$ cat config.mk
export PLATFORM = sky130hd
export DESIGN_NAME = adc_sequencing_control
export DESIGN_NICKNAME = d
export VERILOG_FILES = /design/src/design/adc_pkg.sv /design/src/design/adc_sequencing_control.sv /design/src/design/adc_tad_gen.sv
export SDC_FILE = /design/constraint.sdc
export NUM_CORES = 1
export LEC_CHECK = 0
export ABC_CLOCK_PERIOD_IN_PS = 3400
export BUFFER_PORTS_ARGS = -buffer_cell sky130_fd_sc_hd__buf_2
export CORE_UTILIZATION = 54
export DETAILED_ROUTE_END_ITERATION = 8
export PLACE_DENSITY = 0.92
export SYNTH_ARGS = -nofsm -noshare
export SYNTH_HDL_FRONTEND = slang
export SYNTH_SLANG_ARGS = --single-unit
export TNS_END_PERCENT = 30
$ cat constraint.sdc
create_clock -name pclk -period 3.4 [get_ports pclk]
set_input_delay 0.34 -clock pclk [delete_from_list [all_inputs] [get_ports pclk]]
set_output_delay 0.34 -clock pclk [all_outputs]
set_load 0.01 [all_outputs]
$ cat src/design/adc_pkg.sv
package adc_pkg;

  // ------------------------------------------------------------
  // Register byte offsets
  // ------------------------------------------------------------
  localparam logic [7:0] ADDR_RUN_CONTROL = 8'h00;
  localparam logic [7:0] ADDR_REF_PORT_CONFIG = 8'h04;
  localparam logic [7:0] ADDR_TIMING_CONFIG = 8'h08;
  localparam logic [7:0] ADDR_RESULT_HIGH = 8'h0c;
  localparam logic [7:0] ADDR_RESULT_LOW = 8'h10;
  localparam logic [7:0] ADDR_IRQ_STATUS = 8'h14;
  localparam logic [7:0] ADDR_IRQ_MASK = 8'h18;

  // ------------------------------------------------------------
  // Field positions
  // ------------------------------------------------------------
  localparam int RUN_ON_BIT = 0;
  localparam int RUN_GO_BIT = 1;
  localparam int RUN_CHAN_LSB = 2;
  localparam int NEG_REF_BIT = 5;
  localparam int POS_REF_BIT = 4;
  localparam int TIMING_ACQ_LSB = 3;
  localparam int IRQ_DONE_BIT = 0;

  // ------------------------------------------------------------
  // Reset values and sizes
  // ------------------------------------------------------------
  localparam logic [3:0] PCFG_ALL_ANALOG = 4'h0;
  localparam logic [3:0] PCFG_UPPER_DIGITAL = 4'h7;
  localparam logic [3:0] PCFG_LAST_ALL_ANALOG = 4'h2;
  localparam logic [12:0] ALL_PINS_ANALOG = 13'h1fff;
  localparam logic [2:0] ACQ_MANUAL = 3'h0;
  localparam logic [1:0] CLK_SEL_RC = 2'h3;
  localparam logic [3:0] CONV_TADS = 4'hd;
  localparam logic [3:0] HOLDOFF_TADS = 4'h2;
  localparam logic [11:0] SAR_FIRST_TRIAL = 12'h800;

  typedef enum logic [1:0] {ST_SAMPLE, ST_ACQUIRE, ST_CONVERT, ST_HOLDOFF} conv_state_type;

endpackage : adc_pkg

$ cat src/design/adc_sequencing_control.sv
`timescale 1ns/1ps

// What this block does
// - Negative reference bit 5: 1 selects pin AN2, 0 selects ground.
// - Positive reference bit 4: 1 selects pin AN3, 0 selects supply.
// - Codes 0-2 all analog; each higher code turns one more pin digital from AN12.
// - Bits 7:6 read zero; reference bits reset to zero.
// - At power-up pin config loads 0000 or 0111 from the reset option.
// - Conversion in sleep only runs on the internal RC conversion clock.
// - Result built by successive approximation on the held sample.
// - Reset turns converter off and aborts any running conversion.
// - On completion load result, clear start bit, set done flag.
// - Result registers unknown after power-up, kept across other resets.
// - Programmable acquisition time between start bit and conversion.
// - Next acquisition waits at least two conversion-clock periods after completion.
// - Each 12-bit conversion lasts thirteen conversion-clock periods.
// - Acquisition code 000 starts conversion at once when start is set.
// - After the holdoff sampling resumes, with no acquisition/convert indication.

module adc_sequencing_control
  import adc_pkg::*;
(
  // Clock and reset
  input wire logic pclk,
  input wire logic presetn,
  // APB slave
  input wire logic psel,
  input wire logic penable,
  input wire logic pwrite,
  input wire logic [7:0] paddr,
  input wire logic [31:0] pwdata,
  output logic [31:0] prdata,
  output logic pready,
  output logic pslverr,
  // Device state and options
  input wire logic analog_port_at_reset_option,
  input wire logic cpu_sleep,
  input wire logic rc_osc_tick,
  // Analog front end
  input wire logic comp_above,
  output logic [3:0] channel_sel,
  output logic sample_enable,
  output logic [11:0] dac_code,
  output logic neg_ref_select,
  output logic pos_ref_select,
  output logic [12:0] pin_analog_mask,
  // Interrupt
  output logic irq
);

  // ------------------------------------------------------------
  // Helpers
  // ------------------------------------------------------------
  function automatic logic [12:0] analog_mask(input logic [3:0] code);
    if (code <= PCFG_LAST_ALL_ANALOG) begin
      analog_mask = ALL_PINS_ANALOG;
    end else begin
      analog_mask = ALL_PINS_ANALOG >> (code - PCFG_LAST_ALL_ANALOG);
    end
  endfunction : analog_mask

  function automatic logic [4:0] acq_tads(input logic [2:0] sel);
    case (sel)
      3'h1: acq_tads = 5'h02;
      3'h2: acq_tads = 5'h04;
      3'h3: acq_tads = 5'h06;
      3'h4: acq_tads = 5'h08;
      3'h5: acq_tads = 5'h0c;
      3'h6: acq_tads = 5'h10;
      3'h7: acq_tads = 5'h14;
      default: acq_tads = 5'h00;
    endcase
  endfunction : acq_tads

  // ------------------------------------------------------------
  // State
  // ------------------------------------------------------------
  logic on_q, on_d, go_q, go_d;
  logic [3:0] chan_q, chan_d;
  logic [5:0] refcfg_q, refcfg_d;
  logic [5:0] timing_q, timing_d;
  logic done_flag_q, done_flag_d, mask_q, mask_d, irq_q, irq_d;
  logic strap_taken_q, strap_taken_d;
  logic [12:0] pin_mask_q, pin_mask_d;
  logic pready_q, pready_d, pslverr_q, pslverr_d;
  logic [31:0] prdata_q, prdata_d;
  conv_state_type state_q, state_d;
  logic [4:0] cnt_q, cnt_d;
  logic [11:0] sar_q, sar_d, trial_q, trial_d;
  logic [11:0] result_q, result_d;
  logic sample_q, sample_d;
  logic tad_tick;
  logic access, wr, rd, mapped, finish;

  adc_tad_gen u_tad (
    .pclk(pclk),
    .presetn(presetn),
    .run(on_q),
    .cpu_sleep(cpu_sleep),
    .clk_select(timing_q[2:0]),
    .rc_osc_tick(rc_osc_tick),
    .tad_tick(tad_tick)
  );

  // ------------------------------------------------------------
  // Register access
  // ------------------------------------------------------------
  always_comb begin
    access = psel && penable && pready_q;
    wr = access && pwrite;
    rd = access && !pwrite;
    mapped = (paddr <= ADDR_IRQ_MASK) && (paddr[1:0] == 2'h0);
    pready_d = psel && penable && !pready_q;
    pslverr_d = pready_d && !mapped;
    prdata_d = prdata_q;
    if (pready_d) begin
      case (paddr)
        ADDR_RUN_CONTROL: prdata_d = {26'h0, chan_q, go_q, on_q};
        ADDR_REF_PORT_CONFIG: prdata_d = {26'h0, refcfg_q};
        ADDR_TIMING_CONFIG: prdata_d = {26'h0, timing_q};
        ADDR_RESULT_HIGH: prdata_d = {28'h0, result_q[11:8]};
        ADDR_RESULT_LOW: prdata_d = {24'h0, result_q[7:0]};
        ADDR_IRQ_STATUS: prdata_d = {31'h0, done_flag_q};
        ADDR_IRQ_MASK: prdata_d = {31'h0, mask_q};
        default: prdata_d = 32'h0;
      endcase
    end
  end

  // ------------------------------------------------------------
  // Configuration, start bit and interrupt
  // ------------------------------------------------------------
  always_comb begin
    on_d = on_q;
    chan_d = chan_q;
    refcfg_d = refcfg_q;
    timing_d = timing_q;
    mask_d = mask_q;
    go_d = go_q;
    strap_taken_d = 1'b1;
    done_flag_d = done_flag_q;
    if (!strap_taken_q) begin
      // Strap is caught after reset release, never under the async reset
      refcfg_d[3:0] = analog_port_at_reset_option ? PCFG_ALL_ANALOG : PCFG_UPPER_DIGITAL;
    end
    if (wr) begin
      case (paddr)
        ADDR_RUN_CONTROL: begin
          on_d = pwdata[RUN_ON_BIT];
          chan_d = pwdata[RUN_CHAN_LSB +: 4];
          go_d = go_q | (pwdata[RUN_GO_BIT] & pwdata[RUN_ON_BIT]);
        end
        ADDR_REF_PORT_CONFIG: refcfg_d = pwdata[5:0];
        ADDR_TIMING_CONFIG: timing_d = pwdata[5:0];
        ADDR_IRQ_MASK: mask_d = pwdata[IRQ_DONE_BIT];
        default: ;
      endcase
    end
    if (rd && paddr == ADDR_IRQ_STATUS) begin
      done_flag_d = 1'b0;
    end
    if (finish) begin
      go_d = 1'b0;
      done_flag_d = 1'b1;
    end
    if (!on_d) begin
      go_d = 1'b0;
    end
    irq_d = done_flag_d && mask_d;
    pin_mask_d = analog_mask(refcfg_d[3:0]);
  end

  // ------------------------------------------------------------
  // Conversion sequencer
  // ------------------------------------------------------------
  always_comb begin
    state_d = state_q;
    cnt_d = cnt_q;
    sar_d = sar_q;
    trial_d = trial_q;
    finish = 1'b0;
    result_d = result_q;
    case (state_q)
      ST_SAMPLE: begin
        if (go_q) begin
          cnt_d = 5'h00;
          sar_d = SAR_FIRST_TRIAL;
          trial_d = SAR_FIRST_TRIAL;
          if (timing_q[TIMING_ACQ_LSB +: 3] == ACQ_MANUAL) begin
            state_d = ST_CONVERT;
          end else begin
            state_d = ST_ACQUIRE;
          end
        end
      end
      ST_ACQUIRE: begin
        if (tad_tick) begin
          cnt_d = cnt_q + 5'h01;
          if (cnt_q + 5'h01 >= acq_tads(timing_q[TIMING_ACQ_LSB +: 3])) begin
            cnt_d = 5'h00;
            state_d = ST_CONVERT;
          end
        end
      end
      ST_CONVERT: begin
        if (tad_tick) begin
          cnt_d = cnt_q + 5'h01;
          if (cnt_q < 5'(CONV_TADS - 4'h1)) begin
            // Keep the trial bit only while the held sample sits at or above it
            sar_d = (comp_above ? sar_q : (sar_q & ~trial_q)) | (trial_q >> 1);
            trial_d = trial_q >> 1;
          end else begin
            finish = 1'b1;
            result_d = sar_q;
            cnt_d = 5'h00;
            state_d = ST_HOLDOFF;
          end
        end
      end
      ST_HOLDOFF: begin
        if (tad_tick) begin
          cnt_d = cnt_q + 5'h01;
          if (cnt_q + 5'h01 >= 5'(HOLDOFF_TADS)) begin
            cnt_d = 5'h00;
            state_d = ST_SAMPLE;
          end
        end
      end
      default: state_d = ST_SAMPLE;
    endcase
    if (!on_q) begin
      state_d = ST_SAMPLE;
      cnt_d = 5'h00;
    end
    // Sampling shows no difference between acquiring and idle
    sample_d = on_d && (state_d == ST_SAMPLE || state_d == ST_ACQUIRE);
  end

  always_ff @(posedge pclk or negedge presetn) begin
    if (!presetn) begin
      on_q <= 1'b0;
      go_q <= 1'b0;
      chan_q <= 4'h0;
      refcfg_q <= 6'h00;
      timing_q <= 6'h00;
      mask_q <= 1'b0;
      done_flag_q <= 1'b0;
      irq_q <= 1'b0;
      strap_taken_q <= 1'b0;
      pin_mask_q <= ALL_PINS_ANALOG;
      pready_q <= 1'b0;
      pslverr_q <= 1'b0;
      prdata_q <= 32'h0;
      state_q <= ST_SAMPLE;
      cnt_q <= 5'h00;
      sar_q <= 12'h000;
      trial_q <= 12'h000;
      sample_q <= 1'b0;
    end else begin
      on_q <= on_d;
      go_q <= go_d;
      chan_q <= chan_d;
      refcfg_q <= refcfg_d;
      timing_q <= timing_d;
      mask_q <= mask_d;
      done_flag_q <= done_flag_d;
      irq_q <= irq_d;
      strap_taken_q <= strap_taken_d;
      pin_mask_q <= pin_mask_d;
      pready_q <= pready_d;
      pslverr_q <= pslverr_d;
      prdata_q <= prdata_d;
      state_q <= state_d;
      cnt_q <= cnt_d;
      sar_q <= sar_d;
      trial_q <= trial_d;
      sample_q <= sample_d;
    end
  end

  // Result has no reset so that it survives every reset
  always_ff @(posedge pclk) begin
    result_q <= result_d;
  end

  assign prdata = prdata_q;
  assign pready = pready_q;
  assign pslverr = pslverr_q;
  assign channel_sel = chan_q;
  assign sample_enable = sample_q;
  assign dac_code = sar_q;
  assign neg_ref_select = refcfg_q[NEG_REF_BIT];
  assign pos_ref_select = refcfg_q[POS_REF_BIT];
  assign pin_analog_mask = pin_mask_q;
  assign irq = irq_q;

endmodule : adc_sequencing_control

$ cat src/design/adc_tad_gen.sv
`timescale 1ns/1ps

module adc_tad_gen
  import adc_pkg::*;
(
  // Clock and reset
  input wire logic pclk,
  input wire logic presetn,
  // Control
  input wire logic run,
  input wire logic cpu_sleep,
  input wire logic [2:0] clk_select,
  input wire logic rc_osc_tick,
  // Conversion clock period strobe
  output logic tad_tick
);

  // ------------------------------------------------------------
  // Divider for the system-clock based periods
  // ------------------------------------------------------------
  function automatic logic [5:0] tad_div_last(input logic [2:0] sel);
    case (sel)
      3'h0: tad_div_last = 6'h01;
      3'h4: tad_div_last = 6'h03;
      3'h1: tad_div_last = 6'h07;
      3'h5: tad_div_last = 6'h0f;
      3'h2: tad_div_last = 6'h1f;
      3'h6: tad_div_last = 6'h3f;
      default: tad_div_last = 6'h00;
    endcase
  endfunction : tad_div_last

  logic [5:0] div_q;
  logic [5:0] div_d;
  logic tick_q;
  logic tick_d;
  logic use_rc;

  always_comb begin
    use_rc = (clk_select[1:0] == CLK_SEL_RC);
    div_d = div_q;
    tick_d = 1'b0;
    if (!run) begin
      div_d = 6'h00;
    end else if (use_rc) begin
      div_d = 6'h00;
      tick_d = rc_osc_tick;
    end else if (!cpu_sleep) begin
      // System clock stops in sleep, so only the RC source keeps converting
      if (div_q >= tad_div_last(clk_select)) begin
        div_d = 6'h00;
        tick_d = 1'b1;
      end else begin
        div_d = div_q + 6'h01;
      end
    end
  end

  always_ff @(posedge pclk or negedge presetn) begin
    if (!presetn) begin
      div_q <= 6'h00;
      tick_q <= 1'b0;
    end else begin
      div_q <= div_d;
      tick_q <= tick_d;
    end
  end

  assign tad_tick = tick_q;

endmodule : adc_tad_gen

==> results.sh <==
export IMPL_status="completed"
export IMPL_syn_inst=486
export IMPL_synth_warning_count=0
export IMPL_postCtsSetupRepairBufs=0
export IMPL_critPathArrivalTime_ns=3.37
export IMPL_vdd_ir_drop_max_mv=0.218
export IMPL_start_util_pct=55.7
export IMPL_nFillCells=640
export IMPL_dp_hpwl_um=8060
export IMPL_core_sq_mm=0.00872
export IMPL_dp_cells=640
export IMPL_antenna_found_initial=0
export IMPL_final_cells=656
export IMPL_finalSetupViolCount=0
export IMPL_maxSlewHeadroom_pct=32.2
export IMPL_mostFrequentLayoutCell="nand2_1"
export IMPL_synthDistinctLibCells=65
export IMPL_wl_um=11100
export IMPL_cts_tree="done"
export IMPL_totalPowerFinal_w=0.00218
export IMPL_p_clk_share_pct=37.0
export IMPL_setup_ws_ns=0.338
export IMPL_die_w_um=96.9
export IMPL_gp_congestion=0.919
export IMPL_worst_slew_pin_slew_ns=1.02
export IMPL_cp_cell_sequence="buf_2 > or4_4 > or2_1 > or4_1 > o21ai_0 > ha_1 > inv_1 > ha_1 > nand2b_1 > or2_0 > a21oi_1"
export IMPL_r2r_cells=9
export IMPL_ys_flop_type="dfrtp_1"
export IMPL_p_sw_share_pct=26.4
export IMPL_drtAntennaViolNets=0
export IMPL_hold_viol_final=0
export IMPL_gr_total_overflow=0
export IMPL_cts_root_buf="clkbuf_8"
export IMPL_cp_common_cell="ha_1"
export IMPL_cts_sinks=96
export IMPL_grt_pass1_vias=3699
export IMPL_cts_resized=0
export IMPL_crit_slowest_cell="or4_1"
export IMPL_grt_usage_pct=24.4
export IMPL_nets=607
export IMPL_grt_max_degree=85
export IMPL_max_freq_mhz=327
export IMPL_place_ws_ns=0.0293
export IMPL_finalCriticalPeriod_ns=3.06
export IMPL_first_pass_iters=5
export IMPL_die_area_sq_mm=0.00938
export IMPL_fin_crit_sh_pct=90.1
export IMPL_antenna_cells=0
export IMPL_slew_violations=0
export IMPL_drcViolationCount=0
export IMPL_cp_buffers_inverters=2
export IMPL_critical_path_max_stage_delay_ns=0.63
export IMPL_multiInputGateArea_sq_mm=0.00215
export IMPL_p_leak_nw=2.49
export IMPL_insertion_delay_ns=0.38
export IMPL_io_pins=116
export IMPL_cp_endpoint="pin_analog_mask[12]"
export IMPL_intPower_w=0.00160
export IMPL_tns_ns=0
export IMPL_p_switching_w=0.000575
export IMPL_powerDensity_mw_per_mm2=406
export IMPL_yosysSeqAreaShare_pct=51.0
export IMPL_cts_path_max_buffers=2
export IMPL_hp_class="input pin to async pin"
export IMPL_crit_fanout=7
export IMPL_rrSetupSlack_ns=0.37
export IMPL_vias_per_cell=5.89
export IMPL_seq_area_sq_mm=0.00248
export IMPL_p_seq_share_pct=55.2
export IMPL_cap_violations=0
export IMPL_critPathCaptureType="flop"
export IMPL_timing_rr_end="cnt_q[4]"
export IMPL_skew_ns=0.0117
export IMPL_drive_gt1_share_pct=22.3
export IMPL_drtIter0Drc=235
export IMPL_syn_to_final_growth_pct=10.5
export IMPL_h_tree_depth=3
export IMPL_clkTransAtPathRegs_ns=0.10
export IMPL_cts_buffers_inserted=9
export IMPL_cp_num_cells=11
export IMPL_io_buffers=65
export IMPL_final_cell_mix="91 x nand2_1, 71 x dfrtp_1, 64 x buf_2, 32 x a21oi_1, 28 x o21ai_0"
export IMPL_synthesis_area_sq_mm=0.00486
export IMPL_placementRows=34
export IMPL_path_delay_family="simple AND/OR/NAND/NOR gates"
export IMPL_route_vias_total=3866
export IMPL_grt_pass1_wl_um=18300
export IMPL_startpoint="paddr[5]"
export IMPL_synth_edf_count=12
export IMPL_ctsHoldBuffers=0
export IMPL_pwr_share_comb_pct=7.8
export IMPL_wire_per_inst_um=16.9
export IMPL_fin_hold_ws_ns=0.116
export IMPL_crit_type="input pin to flop"
export IMPL_die_y_um=96.9
export IMPL_start_kind="input pin"
export IMPL_avgSynthCellArea_sq_um=10.0
export IMPL_ys_ff_latch=96
export IMPL_worstReg2RegStart="cnt_q[0]"
export IMPL_rsz0062_at_grt="no"
export IMPL_async_flop_share_pct=87.5
export IMPL_worstPathRequired_ns=3.71
## flip-flops by register name, summed over array words and instances, names as in the netlist
name and flops:
channel_sel 4, cnt_q 5, dac_code 12, done_flag_q 1, go_q 1, irq 1, mask_q 1, on_q 1
pin_analog_mask 13, prdata 8, pready 1, pslverr 1, refcfg_q 6, result_q 12, sample_enable 1, state_q 2
strap_taken_q 1, timing_q 6, trial_q 12, u_tad.div_q 6, u_tad.tad_tick 1
## layer usage
layer  up-vias  wire [um]  global-route usage, %
li1       1774          -                      -
met1      1875       4510                   31.5
met2       191       5540                   40.4
met3        26        741                   3.68
met4         0        263                   11.5
met5         -          0                      0
## how the worst min path moves through the flow
stage	depth (start not counted)	start	slack, ns	to
floorplan	0	presetn	0.04	channel_sel[0]
global placement	2	prdata[0]	0.46	prdata[0]
detailed placement	2	trial_q[0]	0.47	trial_q[0]
CTS	1	presetn	0.17	refcfg_q[0]
global route	1	presetn	0.22	prdata[2]
finish	1	presetn	0.12	refcfg_q[0]
## Yosys cell counts (4+ instances only)
library cell  count  share of area [%]
ha_1             15                3.9
nor2_1           20                1.5
dfrtp_1          71                 37
clkbuf_1         15                1.2
nand2_1          91                7.0
inv_1            14                1.1
or4_1             5               0.77
nand3_1          20                2.1
mux2_2           14                3.2
nand2b_1         10                1.3
mux4_2            4                1.9
a21o_1            6               0.93
mux2i_1           6                1.2
a31oi_1           6               0.77
edfxtp_1         12                7.4
o21ai_0          28                2.9
nor2b_1           8                1.0
and2_1            6               0.77
buf_4            25                3.9
a21oi_1          32                3.3
dfstp_2          13                7.0
## worst register-to-register path, delay by kind of cell (launching register included)
family / cells / cell delay, ns
DFF: 1 / 0.45
and+or+nand+nor: 4 / 1.45
AOI/OAI and AO/OA: 2 / 0.24
adders and majority gates: 2 / 0.66
xor gates and xnor gates: 1 / 0.17
## kinds of logic after synthesis
logic type	share of synthesized area [%]
AOI/OAI and AO/OA	12.9
and+or+nand+nor	18.6
buffers and inverters	6.46
DFF	51.0
muxes	6.34
adders and majority gates	3.86
xor gates and xnor gates	0.721
other	0.155
## power groups by stage
stage	Clock, W	Sequential [W]	Combinational (W)
3_5_place_dp	0	0.00123	0.000165
5_1_grt	0.000848	0.00121	0.000188
6_report	0.000806	0.00120	0.000169
2_1_floorplan	0	0.00123	0.000101
4_1_cts	0.000802	0.00120	0.000168
3_3_place_gp	0	0.00122	0.000156
## stage by stage
| stage | util [%] | cell area (sq um) |
|---|---|---|
| after floorplan | - | 4940 |
| after global placement | 59.2 | 5160 |
| after detailed placement | 59.2 | 5160 |
| after CTS | 61.6 | 5370 |
| after global routing | 61.6 | 5370 |
| final | 61.6 | 5370 |
## area by class of cell
type	count	area share (%)
clock inverters	7	1.56
repair buffers	67	6.39
well taps	108	2.52
multi-input cells	355	40.1
flip-flops and latches	96	46.2
inverters	14	0.979
clock buffers	9	2.31
Power figures use the tool's default switching activity.
